[config.mk]
export PLATFORM = sky130hd
export DESIGN_NAME = i2c_controller_register_bank
export DESIGN_NICKNAME = d
export VERILOG_FILES = /design/src/include/i2c_regs_pkg.sv /design/src/rtl/op_clock_gen.sv /design/src/rtl/i2c_controller_register_bank.sv
export SDC_FILE = /design/constraint.sdc
export NUM_CORES = 1
export LEC_CHECK = 0
export BUFFER_PORTS_ARGS = -buffer_cell sky130_fd_sc_hd__buf_2
export CAP_MARGIN = 25
export CORE_ASPECT_RATIO = 1.5
export CORE_MARGIN = 1
export CORE_UTILIZATION = 52
export CTS_CLUSTER_DIAMETER = 100
export DETAILED_ROUTE_END_ITERATION = 8
export PLACE_DENSITY = 0.83
export SLEW_MARGIN = 20
export SYNTH_ARGS = -nofsm -noshare
export SYNTH_HDL_FRONTEND = slang
export SYNTH_SLANG_ARGS = --single-unit
[constraint.sdc]
create_clock -name clk_i -period 1.9 [get_ports clk_i]
set_input_delay 0.19 -clock clk_i [delete_from_list [all_inputs] [get_ports clk_i]]
set_output_delay 0.19 -clock clk_i [all_outputs]
set_load 0.01 [all_outputs]
[src/include/i2c_regs_pkg.sv]
// Purpose: constants and carriers of the i2c channel register bank
// Assumes: 32-bit classic wishbone, one register per aligned word
// Notes:   registers hold 16 bits, upper bus bits read zero
package i2c_regs_pkg;
  // ************************************************************
  // register offsets (byte addresses)
  // ************************************************************
  localparam logic [5:0] OFS_CLOCK = 6'h00;
  localparam logic [5:0] OFS_MODE  = 6'h04;
  localparam logic [5:0] OFS_BAUD  = 6'h08;
  localparam logic [5:0] OFS_OADR  = 6'h0c;
  localparam logic [5:0] OFS_CTL   = 6'h10;
  localparam logic [5:0] OFS_TXD   = 6'h14;
  localparam logic [5:0] OFS_RXD   = 6'h18;
  localparam logic [5:0] OFS_INTF  = 6'h1c;
  localparam logic [5:0] OFS_INTE  = 6'h20;
  // ************************************************************
  // field positions
  // ************************************************************
  localparam int CLK_DEBUG_RUN = 8;
  localparam int CLK_DIV_LSB   = 4;
  localparam int CLK_SRC_LSB   = 0;
  localparam int MOD_ADDR_W    = 2;
  localparam int MOD_GC_EN     = 1;
  localparam int CTL_MASTER    = 5;
  localparam int CTL_NACK      = 4;
  localparam int CTL_STOP      = 3;
  localparam int CTL_START     = 2;
  localparam int CTL_SRST      = 1;
  localparam int CTL_ENABLE    = 0;
  localparam int FLAG_RX_FULL  = 1;
  localparam int FLAG_TX_EMPTY = 0;
  localparam logic [7:0] FLAG_W1C_MASK = 8'hfc;
  // ************************************************************
  // reset values and timing
  // ************************************************************
  localparam logic [6:0] BAUD_RESET  = 7'h7f;
  localparam logic [2:0] SRST_CYCLES = 3'h4;
  localparam logic [1:0] SRC_INTERNAL  = 2'h0;
  localparam logic [1:0] SRC_LOW_SPEED = 2'h1;
  localparam logic [1:0] SRC_HIGH_SPD  = 2'h2;
  localparam logic [1:0] SRC_EXTERNAL  = 2'h3;
  // ************************************************************
  // carriers to and from the bus engine
  // ************************************************************
  typedef struct packed {
    logic       byte_end;
    logic       general_call;
    logic       nack_rx;
    logic       stop_seen;
    logic       start_seen;
    logic       error;
    logic       rx_load;
    logic       tx_empty;
    logic [7:0] rx_data;
    logic       start_done;
    logic       stop_done;
    logic       nack_done;
    logic       bus_busy;
    logic       transmit_direction;
  } engine_event_t;
  typedef struct packed {
    logic       module_enable;
    logic       soft_reset;
    logic       master_select;
    logic       start_request;
    logic       stop_request;
    logic       nack_request;
    logic       address_width_select;
    logic       general_call_enable;
    logic [9:0] own_slave_address;
    logic [6:0] baud_value;
    logic [7:0] tx_data;
  } engine_ctrl_t;
endpackage

[src/rtl/op_clock_gen.sv]
// Purpose: operating clock enable from source select, divider and gating
// Assumes: source ticks are one-cycle pulses on clk_i
// Notes:   output is a registered tick, not a derived clock
`timescale 1ns/1ps
module op_clock_gen #(
  parameter logic [3:0] SOURCES_PRESENT = 4'hf
) (
  input  wire logic       clk_i,
  input  wire logic       rst_i,
  input  wire logic [3:0] src_tick_i,
  input  wire logic [1:0] src_sel_i,
  input  wire logic [1:0] div_sel_i,
  input  wire logic       module_enable_i,
  input  wire logic       debug_mode_i,
  input  wire logic       debug_run_i,
  output logic            tick_o
);
  // ************************************************************
  // selection and division
  // ************************************************************
  logic [2:0] div_count;
  wire        run = module_enable_i & (~debug_mode_i | debug_run_i);
  wire        src_tick = src_tick_i[src_sel_i] & SOURCES_PRESENT[src_sel_i];
  wire        divisible = (src_sel_i == i2c_regs_pkg::SRC_INTERNAL) |
                          (src_sel_i == i2c_regs_pkg::SRC_HIGH_SPD);
  wire [2:0]  div_mask = (3'h1 << div_sel_i) - 3'h1;
  wire        div_hit = ~divisible | ((div_count & div_mask) == 3'h0);
  wire [2:0]  next_div_count = div_count + 3'h1;

  always_ff @(posedge clk_i) begin
    if (rst_i) begin
      div_count <= 3'h0;
      tick_o    <= 1'b0;
    end else begin
      if (run & src_tick) begin
        div_count <= next_div_count;
      end
      tick_o <= run & src_tick & div_hit;
    end
  end
endmodule

[src/rtl/i2c_controller_register_bank.sv]
// Purpose: software register bank of one i2c controller channel
// Assumes: bus engine runs on clk_i and reports events as pulses
// Notes:   pins sda_i and scl_i are synchronised before use
//
// Contract
// - debug-run bit 8 keeps clock running in debug mode; else clock stops
// - source field picks internal, low-speed, high-speed or external clock
// - divider 1,2,4,8 for internal and high-speed; others undivided
// - slave uses 10-bit address when width bit set, else 7-bit
// - general calls answered only when general-call enable is set
// - baud value resets to 0x7f and must never be zero
// - ten address bits compared in 10-bit mode, low seven otherwise
// - master-select bit 5 chooses master (1) or slave (0)
// - nack request bit 4 set by write 1, self-clears after nack
// - stop request bit 3 master only, clears after bus free time
// - start request bit 2 master only, clears once start produced
// - soft reset bit 1 resets engine and flags, self-clears
// - enable bit 0 gates the operating clock
// - receive data read-only; reading clears receive-full flag
// - transmit-empty flag read-only; cleared by transmit data write
// - status bit 12 shows data line low, bit 11 clock line low
// - status bit 10 bus busy, bit 9 transmit direction
// - flags 7..2 set by events, cleared by writing 1
// - enable bit per flag position enables that interrupt
// - interrupt request only while an enabled flag is set
//
// The register offsets and the Wishbone register port are this design's own decisions.
`timescale 1ns/1ps
module i2c_controller_register_bank #(
  parameter logic [3:0] SOURCES_PRESENT = 4'hf
) (
  input  wire logic                         clk_i,
  input  wire logic                         rst_i,
  input  wire logic                         cyc_i,
  input  wire logic                         stb_i,
  input  wire logic                         we_i,
  input  wire logic [5:0]                   adr_i,
  input  wire logic [3:0]                   sel_i,
  input  wire logic [31:0]                  dat_i,
  output logic      [31:0]                  dat_o,
  output logic                              ack_o,
  input  wire logic                         debug_mode_i,
  input  wire logic [3:0]                   src_tick_i,
  input  wire logic                         sda_i,
  input  wire logic                         scl_i,
  input  wire i2c_regs_pkg::engine_event_t  event_i,
  output i2c_regs_pkg::engine_ctrl_t        ctrl_o,
  output logic                              op_tick_o,
  output logic                              irq_o
);
  // ************************************************************
  // state
  // ************************************************************
  typedef enum logic {SR_IDLE, SR_RUN} srst_state_t;
  srst_state_t srst_state;
  logic [2:0]  srst_count;
  logic        debug_run;
  logic [1:0]  clock_divider;
  logic [1:0]  clock_source_select;
  logic        address_width_select;
  logic        general_call_enable;
  logic [6:0]  baud_value;
  logic [9:0]  own_slave_address;
  logic        master_select;
  logic        nack_request;
  logic        stop_request;
  logic        start_request;
  logic        module_enable;
  logic [7:0]  tx_data;
  logic [7:0]  rx_data;
  logic [7:0]  flags;
  logic [7:0]  int_enable;
  logic        bus_busy;
  logic        transmit_direction;
  logic        sda_meta;
  logic        sda_sync;
  logic        scl_meta;
  logic        scl_sync;

  // ************************************************************
  // bus decode
  // ************************************************************
  wire        req      = cyc_i & stb_i & ~ack_o;
  wire        wr       = req & we_i;
  wire        rd       = req & ~we_i;
  wire [5:0]  word_adr = {adr_i[5:2], 2'h0};
  wire [15:0] wmask    = {{8{sel_i[1]}}, {8{sel_i[0]}}};
  wire [15:0] wbits    = dat_i[15:0] & wmask;
  wire        cfg_open = ~module_enable;
  wire hit_clock = word_adr == i2c_regs_pkg::OFS_CLOCK;
  wire hit_mode  = word_adr == i2c_regs_pkg::OFS_MODE;
  wire hit_baud  = word_adr == i2c_regs_pkg::OFS_BAUD;
  wire hit_oadr  = word_adr == i2c_regs_pkg::OFS_OADR;
  wire hit_ctl   = word_adr == i2c_regs_pkg::OFS_CTL;
  wire hit_txd   = word_adr == i2c_regs_pkg::OFS_TXD;
  wire hit_rxd   = word_adr == i2c_regs_pkg::OFS_RXD;
  wire hit_intf  = word_adr == i2c_regs_pkg::OFS_INTF;
  wire hit_inte  = word_adr == i2c_regs_pkg::OFS_INTE;
  wire wr_clock  = wr & hit_clock & cfg_open;
  wire wr_mode   = wr & hit_mode & cfg_open;
  wire wr_baud   = wr & hit_baud & cfg_open & sel_i[0];
  wire wr_oadr   = wr & hit_oadr & cfg_open;
  wire wr_ctl    = wr & hit_ctl;
  wire wr_txd    = wr & hit_txd & sel_i[0];
  wire wr_intf   = wr & hit_intf;
  wire wr_inte   = wr & hit_inte;
  wire rd_rxd    = rd & hit_rxd;

  // ************************************************************
  // read words
  // ************************************************************
  wire [15:0] clock_word = {7'h00, debug_run, 2'h0, clock_divider, 2'h0, clock_source_select};
  wire [15:0] mode_word  = {13'h0000, address_width_select, general_call_enable, 1'b0};
  wire [15:0] ctl_word   = {10'h000, master_select, nack_request, stop_request,
                            start_request, srst_state == SR_RUN, module_enable};
  wire [15:0] intf_word  = {3'h0, ~sda_sync, ~scl_sync, bus_busy, transmit_direction,
                            1'b0, flags};
  wire [15:0] rd_word =
    hit_clock ? clock_word :
    hit_mode  ? mode_word :
    hit_baud  ? {9'h000, baud_value} :
    hit_oadr  ? {6'h00, own_slave_address} :
    hit_ctl   ? ctl_word :
    hit_txd   ? {8'h00, tx_data} :
    hit_rxd   ? {8'h00, rx_data} :
    hit_intf  ? intf_word :
    hit_inte  ? {8'h00, int_enable} : 16'h0000;

  // ************************************************************
  // next values
  // ************************************************************
  wire srst_run   = srst_state == SR_RUN;
  wire srst_start = wr_ctl & wbits[i2c_regs_pkg::CTL_SRST];
  wire [1:0] src_new = wbits[i2c_regs_pkg::CLK_SRC_LSB +: 2];
  wire src_ok     = SOURCES_PRESENT[src_new];
  wire [6:0] baud_new = wbits[6:0];
  wire gc_event   = event_i.general_call & general_call_enable & ~master_select;
  wire [7:0] ev_set = {event_i.byte_end, gc_event, event_i.nack_rx, event_i.stop_seen,
                       event_i.start_seen, event_i.error, event_i.rx_load,
                       event_i.tx_empty};
  wire [7:0] w1c_clr = wr_intf ? (wbits[7:0] & i2c_regs_pkg::FLAG_W1C_MASK) : 8'h00;
  wire [7:0] side_clr = {6'h00, rd_rxd, wr_txd};
  wire [7:0] next_flags = srst_run ? 8'h00 : (ev_set | (flags & ~(w1c_clr | side_clr)));
  wire set_nack  = wr_ctl & wbits[i2c_regs_pkg::CTL_NACK];
  wire set_stop  = wr_ctl & wbits[i2c_regs_pkg::CTL_STOP] & master_select;
  wire set_start = wr_ctl & wbits[i2c_regs_pkg::CTL_START] & master_select;
  wire next_nack  = ~srst_run & (set_nack | (nack_request & ~event_i.nack_done));
  wire next_stop  = ~srst_run & (set_stop | (stop_request & ~event_i.stop_done));
  wire next_start = ~srst_run & (set_start | (start_request & ~event_i.start_done));
  wire [9:0] eff_addr = address_width_select ? own_slave_address
                                             : {3'h0, own_slave_address[6:0]};
  i2c_regs_pkg::engine_ctrl_t next_ctrl;
  assign next_ctrl = '{module_enable: module_enable, soft_reset: srst_run,
                       master_select: master_select, start_request: start_request,
                       stop_request: stop_request, nack_request: nack_request,
                       address_width_select: address_width_select,
                       general_call_enable: general_call_enable,
                       own_slave_address: eff_addr, baud_value: baud_value,
                       tx_data: tx_data};
  wire [2:0] next_srst_count = srst_count - 3'h1;

  // ************************************************************
  // bus slave and pins
  // ************************************************************
  always_ff @(posedge clk_i) begin
    if (rst_i) begin
      ack_o <= 1'b0;
      dat_o <= 32'h0000_0000;
    end else begin
      ack_o <= req;
      dat_o <= rd ? {16'h0000, rd_word} : 32'h0000_0000;
    end
  end

  always_ff @(posedge clk_i) begin
    if (rst_i) begin
      sda_meta <= 1'b1;
      sda_sync <= 1'b1;
      scl_meta <= 1'b1;
      scl_sync <= 1'b1;
    end else begin
      sda_meta <= sda_i;
      sda_sync <= sda_meta;
      scl_meta <= scl_i;
      scl_sync <= scl_meta;
    end
  end

  // ************************************************************
  // configuration registers
  // ************************************************************
  always_ff @(posedge clk_i) begin
    if (rst_i) begin
      debug_run            <= 1'b0;
      clock_divider        <= 2'h0;
      clock_source_select  <= 2'h0;
      address_width_select <= 1'b0;
      general_call_enable  <= 1'b0;
      baud_value           <= i2c_regs_pkg::BAUD_RESET;
      own_slave_address    <= 10'h000;
    end else begin
      if (wr_clock & sel_i[1]) begin
        debug_run <= wbits[i2c_regs_pkg::CLK_DEBUG_RUN];
      end
      if (wr_clock & sel_i[0]) begin
        clock_divider <= wbits[i2c_regs_pkg::CLK_DIV_LSB +: 2];
        if (src_ok) begin
          clock_source_select <= src_new;
        end
      end
      if (wr_mode & sel_i[0]) begin
        address_width_select <= wbits[i2c_regs_pkg::MOD_ADDR_W];
        general_call_enable  <= wbits[i2c_regs_pkg::MOD_GC_EN];
      end
      if (wr_baud & (baud_new != 7'h00)) begin
        baud_value <= baud_new;
      end
      if (wr_oadr & sel_i[0]) begin
        own_slave_address[7:0] <= wbits[7:0];
      end
      if (wr_oadr & sel_i[1]) begin
        own_slave_address[9:8] <= wbits[9:8];
      end
    end
  end

  // ************************************************************
  // control, data and flags
  // ************************************************************
  always_ff @(posedge clk_i) begin
    if (rst_i) begin
      master_select <= 1'b0;
      module_enable <= 1'b0;
      nack_request  <= 1'b0;
      stop_request  <= 1'b0;
      start_request <= 1'b0;
    end else begin
      if (wr_ctl & sel_i[0]) begin
        master_select <= wbits[i2c_regs_pkg::CTL_MASTER];
        module_enable <= wbits[i2c_regs_pkg::CTL_ENABLE];
      end
      nack_request  <= next_nack;
      stop_request  <= next_stop;
      start_request <= next_start;
    end
  end

  always_ff @(posedge clk_i) begin
    if (rst_i) begin
      tx_data            <= 8'h00;
      rx_data            <= 8'h00;
      flags              <= 8'h00;
      int_enable         <= 8'h00;
      bus_busy           <= 1'b0;
      transmit_direction <= 1'b0;
    end else begin
      if (wr_txd) begin
        tx_data <= wbits[7:0];
      end
      if (event_i.rx_load) begin
        rx_data <= event_i.rx_data;
      end
      if (wr_inte & sel_i[0]) begin
        int_enable <= wbits[7:0];
      end
      flags              <= next_flags;
      bus_busy           <= event_i.bus_busy & ~srst_run;
      transmit_direction <= event_i.transmit_direction;
    end
  end

  always_ff @(posedge clk_i) begin
    if (rst_i) begin
      srst_state <= SR_IDLE;
      srst_count <= 3'h0;
    end else begin
      unique case (srst_state)
        SR_IDLE: begin
          if (srst_start) begin
            srst_state <= SR_RUN;
            srst_count <= i2c_regs_pkg::SRST_CYCLES;
          end
        end
        SR_RUN: begin
          srst_count <= next_srst_count;
          if (srst_count == 3'h1) begin
            srst_state <= SR_IDLE;
          end
        end
      endcase
    end
  end

  always_ff @(posedge clk_i) begin
    if (rst_i) begin
      irq_o  <= 1'b0;
      ctrl_o <= '0;
    end else begin
      irq_o  <= |(flags & int_enable);
      ctrl_o <= next_ctrl;
    end
  end

  // ************************************************************
  // operating clock
  // ************************************************************
  op_clock_gen #(
    .SOURCES_PRESENT (SOURCES_PRESENT)
  ) u_clock_gen (
    .clk_i           (clk_i),
    .rst_i           (rst_i),
    .src_tick_i      (src_tick_i),
    .src_sel_i       (clock_source_select),
    .div_sel_i       (clock_divider),
    .module_enable_i (module_enable),
    .debug_mode_i    (debug_mode_i),
    .debug_run_i     (debug_run),
    .tick_o          (op_tick_o)
  );
endmodule

* Word-level counts from Yosys, hierarchy flattened *
Index checks and enable logic that the tools add are counted.

storage, ports and cells
  input bits = 75
  output and inout port bits = 68
  register bits after elaboration = 142

operators by class
  eq/ne operators = 11
  mux-type cells = 21
  bitwise gates (word level) = 73
  add/sub/neg operators = 3
  reductions and logical operators = 14
  shift-type cells = 1
  magnitude comparators = 2

operators by type and width
  operator             count
  $mux 13              8
  $and 1x1->1          46
  $and 8x8->8          2
  $eq 4x3->1 const B   4
  $mux 8               2
  $not 1->1            14
  $and 10x10->10       1
  $reduce_or 10->1     1
  $reduce_or 9->1      1
  $eq 4x2->1 const B   2
  $not 8->8            1
  $or 8x2->8           1
  $or 8x8->8           1
  $reduce_or 8->1      1
  $reduce_bool 7->1    1
  $bmux 1 s2           3
  $logic_not 6->1      1
  $lt 2x3->1 const B   2
  $or 1x1->1           6
  $pmux 3 s2           1
  $reduce_or 2->1      3
  $sub 3x1->3 const B  2
  $mux 1               5
  $reduce_or 5->1      1
  15 further kinds     15

* Logic depth before layout (Yosys ltp) *
  word-level depth = 10
  mapped depth = 7
  gate-level depth less buffers = 5

* Modules after synthesis *
Synthesis repeated with hierarchy kept, for this count alone.

unflattened totals
  cell total of the unflattened synthesis = 547
  area total of the unflattened synthesis = 5133.7 um^2

by module, submodules not included
  module                        cells an instance  sequential area each (um^2)  area an instance (um^2)  times used
  i2c_controller_register_bank  521                2382.3                       4890.9                   1
  op_clock_gen                  26                 80.1                         242.7                    1

* Worst setup path after synthesis *
No wires, ideal clock.

  path kind = register to register
  start = reg ack_o
  end = reg own_slave_address[0]
  library setup time = 0.128 ns
  clock period less this slack = 1.584 ns
  setup slack = 0.316 ns
  cell stages (with the launch flop) = 6
  arrival = 1.456 ns
  required time = 1.772 ns
  buffers on the path = 0
  cell sequence = dfxtp_1 -> and3b_1 -> nand3_2 -> nor3_4 -> mux2i_1 -> nor2_1

between the ends
  word-level cells in the longest chain between the ends = 6

ends and longest elaborated chain
  item                      RTL line                             source
  from (decl)               i2c_controller_register_bank.sv:41   output logic ack_o,
  from (signal assigned)    i2c_controller_register_bank.sv:170  ack_o <= req;
  $not 1->1                 i2c_controller_register_bank.sv:83   wire req = cyc_i & stb_i & ~ack_o;
  $and 1x1->1               i2c_controller_register_bank.sv:83
  $and 1x1->1               i2c_controller_register_bank.sv:84   wire wr = req & we_i;
  $and 1x1->1 (2 in a row)  i2c_controller_register_bank.sv:102  wire wr_oadr = wr & hit_oadr & cfg_open;
  $and 1x1->1               i2c_controller_register_bank.sv:218  if (wr_oadr & sel_i[0]) begin
  to (signal assigned)      i2c_controller_register_bank.sv:219  own_slave_address[7:0] <= wbits[7:0];
  to (decl)                 i2c_controller_register_bank.sv:63   logic [9:0] own_slave_address;

No other way between the ends.
A chain may end at the register's enable or synchronous reset.

* Worst setup path after layout *
  start = reg ack_o
  end = reg dat_o[4]

between the ends
  word-level cells in the longest chain between the ends = 5

ends and longest elaborated chain
  item                              RTL line                             source
  $not 1->1                         i2c_controller_register_bank.sv:83
  $and 1x1->1                       i2c_controller_register_bank.sv:83
  $and 1x1->1                       i2c_controller_register_bank.sv:85   wire rd = req & ~we_i;
  $not 1->1 (no source line)        -
  $reduce_or 2->1 (no source line)  -
  to (signal assigned)              i2c_controller_register_bank.sv:171  dat_o <= rd ? {16'h0000, rd_word} : 32'h0000_0000;
  to (decl)                         i2c_controller_register_bank.sv:40   output logic [31:0] dat_o,

No other way between the ends.

==> impl_metrics.tcl <==
set metrics [dict create \
    grt_max_degree 53 \
    synth_mux_area_share_pct 9.58 \
    maxCapViolCount 0 \
    grt-ovfl-total 0 \
    synth_top_family_by_area "simple AND/OR/NAND/NOR gates" \
    ys.warnings.count 0 \
    clock_latency_ns 0.42 \
    syn_area_sq_um 4960 \
    wl_per_cell_microns 17.5 \
    fmax_ghz 0.593 \
    status "completed" \
    ys_ff_latch 123 \
    hold_viol_final 0 \
    nNetsFinal 721 \
    start_kind "flip-flop" \
    grt_pass1_vias 3957 \
    initial_core_util_pct 53.7 \
    cts.clk_slew.worst_paths_ns 0.05 \
    slowest_delay_ns 0.39 \
    ant_nets 0 \
    first_pass_iters 6 \
    worst_setup_path_end_kind "flip-flop" \
    post_cts_buffers 0 \
    dr_total_vias 4262 \
    portBuffers 97 \
    arrival_ns 2.03 \
    crit_fanout 6 \
    slew_viol_final 0 \
    crit_required_ns 2.24 \
    setup_tns_ns 0 \
    crit_type "reg2reg" \
    synthAdderAreaFrac_pct 0.756 \
    crit_path_top_delay_cell "or3_1" \
    cts_tree "yes" \
    drive_gt1_share_pct 27.1 \
    skew_ns 0.00780 \
    core_sq_um 9250 \
    drt_iter0_markers 313 \
    numCtsBuffers 17 \
    die_h_microns 122 \
    grt_pass1_wl_microns 20700 \
    fp.dieW_microns 81.8 \
    drc_errors 0 \
    clockBufferDepth 2 \
    synth_compound_area_share_pct 12.3 \
    crit_path_cell_trace "nand3b_1 -> or3_1 -> nor2_1 -> o21ai_0 -> o21ai_1" \
    placed_cells 729 \
    ys_async_sr_fraction_pct 0 \
    fin_crit_ns 1.69 \
    wl_microns 13500 \
    antenna_found_initial 0 \
    power.density_nw_per_um2 1020 \
    min_path_type "in2reg" \
    cts.sinks 123 \
    gr-usage-all-layers_pct 28.8 \
    ys_types 62 \
    routed_via_density 5.55 \
    peakVddDrop_uv 830 \
    p_leak_uw 0.00267 \
    area_delta_synth_final_pct 27.7 \
    rsz0062_at_grt "no" \
    ios 143 \
    setup_viol 0 \
    synth_top_area_share_pct 49.6 \
    synth_top_area_cell "dfxtp_1" \
    place.gp.congestion 0.956 \
    yosys_most_used_dff "dfxtp_1" \
    yosys-top-cells-area "dfxtp_1 50%, mux2i_1 8.7%, nor2_1 5.4%, nor2b_1 4.7%, buf_4 3.5%" \
    cts_max_level 4 \
    synth_xor_area_share_pct 0.353 \
    rows 43 \
    fin_crit_sh_pct 88.7 \
    synth_edf_count 0 \
    synthSimpleGateAreaFrac_pct 20.8 \
    slew_headroom_pct 66.1 \
    ys_seq_area_share_pct 49.6 \
    worst_slew_pin_slew_ns 0.507 \
    dieArea_sq_um 9950 \
    instances_no_fill 768 \
    fillCellCount 746 \
    syn_inst 518 \
    diodes 0 \
    root_buffer "clkbuf_16" \
    place_hpwl_microns 9640 \
    syn_area_per_cell_sq_um 9.58 \
]
-- power by group --
part | switching (uW) | leakage [uW] | internal, uW | total (uW)
combinational | 242 | 0.00137 | 148 | 390
sequential | 22.0 | 0.000999 | 2620 | 2640
clock | 1090 | 0.000305 | 2330 | 3420
total | 1350 | 0.00267 | 5100 | 6460
-- worst max-delay path, delay by kind of cell (launching register included) --
| kind | cells | cell delay (ns) |
|---|---|---|
| AND/OR/NAND/NOR | 3 | 0.97 |
| flip-flops | 1 | 0.31 |
| AO/OA/AOI/OAI | 2 | 0.34 |
-- state kept, by name, summed over array words and instances (netlist names), 2 cells and up --
register / cells
baud_value: 7
dat_o: 13
flags: 8
tx_data: 8
clock_divider: 2
clock_source_select: 2
u_clock_gen.div_count: 3
srst_count: 3
int_enable: 8
rx_data: 8
ctrl_o: 33
own_slave_address: 10
-- per-layer routing --
| layer | track usage, % | vias up | wire length, microns |
|---|---|---|---|
| met4 | 17.7 | 0 | 588 |
| met2 | 46.6 | 193 | 6980 |
| met5 | 0 | - | 0 |
| li1 | - | 2012 | - |
| met3 | 6.37 | 35 | 783 |
| met1 | 33.8 | 2022 | 5120 |
-- cells in the final DEF (no fill, tap or decap), types with 2 or more instances in the layout --
master and count:
dfxtp_1 123, buf_2 97, nor2_1 71, mux2i_1 43, nor2b_1 37, buf_4 32
a21oi_1 29, nand2_1 28, o21ai_0 19, conb_1 19, clkbuf_16 17, nand2b_1 11
nand3_1 8, dlygate4sd3_1 7, inv_1 6, or2_2 6, a22oi_1 6, nor3_1 6
a32oi_1 6, a221o_1 6, and2_1 5, clkbuf_1 5, a211oi_1 4, nor4_1 4
bufinv_16 4, clkbuf_8 4, and3_1 3, ha_1 3, xor2_1 2, mux2_2 2
o31ai_1 2, o22ai_1 2, o21ai_1 2, and3b_1 2, a311oi_1 2, buf_12 2
-- layout make-up --
cell class / count / area (sq um) / share of cell area [%]
tap: 112 / 140 / 2.21
clock buffer: 26 / 499 / 7.87
timing repair buffer: 138 / 836 / 13.2
sequential: 123 / 2460 / 38.8
inverter: 7 / 26.3 / 0.414
clock inverter: 6 / 133 / 2.09
multi-input combinational: 356 / 2240 / 35.4
-- final timing paths --
kind | startpoint | endpoint | slack [ns] | cells after the start
hold reg to reg | scl_sync | dat_o[11] | 0.41 | 1
setup reg to reg | ack_o | dat_o[4] | 0.21 | 5
setup / recovery | ack_o | dat_o[4] | 0.21 | 5
hold / removal | event_i[0] | transmit_direction | 0.01 | 2
-- per-stage QoR --
step | setup WS (ns) | area (sq um) | util, % | hold WS, ns | total power (uW)
6_report | 0.214 | 6340 | 68.5 | 0.0106 | 6460
5_1_grt | 0.0115 | 6340 | 68.5 | 0.0199 | 6640
4_1_cts | 0.201 | 6340 | 68.5 | 0.00386 | 6460
3_5_place_dp | 0.201 | 5640 | 60.9 | 0.375 | 3070
3_3_place_gp | 0.217 | 5640 | 60.9 | 0.374 | 3060
2_1_floorplan | 0.316 | 5030 | - | 0.284 | 2930
-- timing repair --
action / 4_1_cts / 5_1_grt
gates resized for setup: 0 / 0
endpoints found under the hold margin: 7 / 0
hold buffers: 7 / 0
setup endpoints to repair: 0 / 0
-- Yosys cell counts (all sizes together), types with 2 or more instances --
cell    number
dfxtp      123
nor2        72
mux2i       43
buf         37
nor2b       37
a21oi       29
nand2       29
o21ai       21
clkbuf      13
nand2b      11
nand3        9
inv          7
nor3         7
or2          7
a221o        6
a22oi        6
a32oi        6
and2         5
nor4         5
a211oi       4
and3         3
ha           3
a311oi       2
and3b        2
mux2         2
nor4b        2
o22ai        2
o31ai        2
or4          2
xor2         2
-- logic make-up after synthesis --
family	Yosys count
other	1
buffers and inverters	57
AND/OR/NAND/NOR	196
XOR/XNOR	2
multiplexers	46
flip-flops	123
adder cells (fa/ha/maj)	3
AO/OA/AOI/OAI	90
Note: power is estimated with default switching activity, not from simulation.
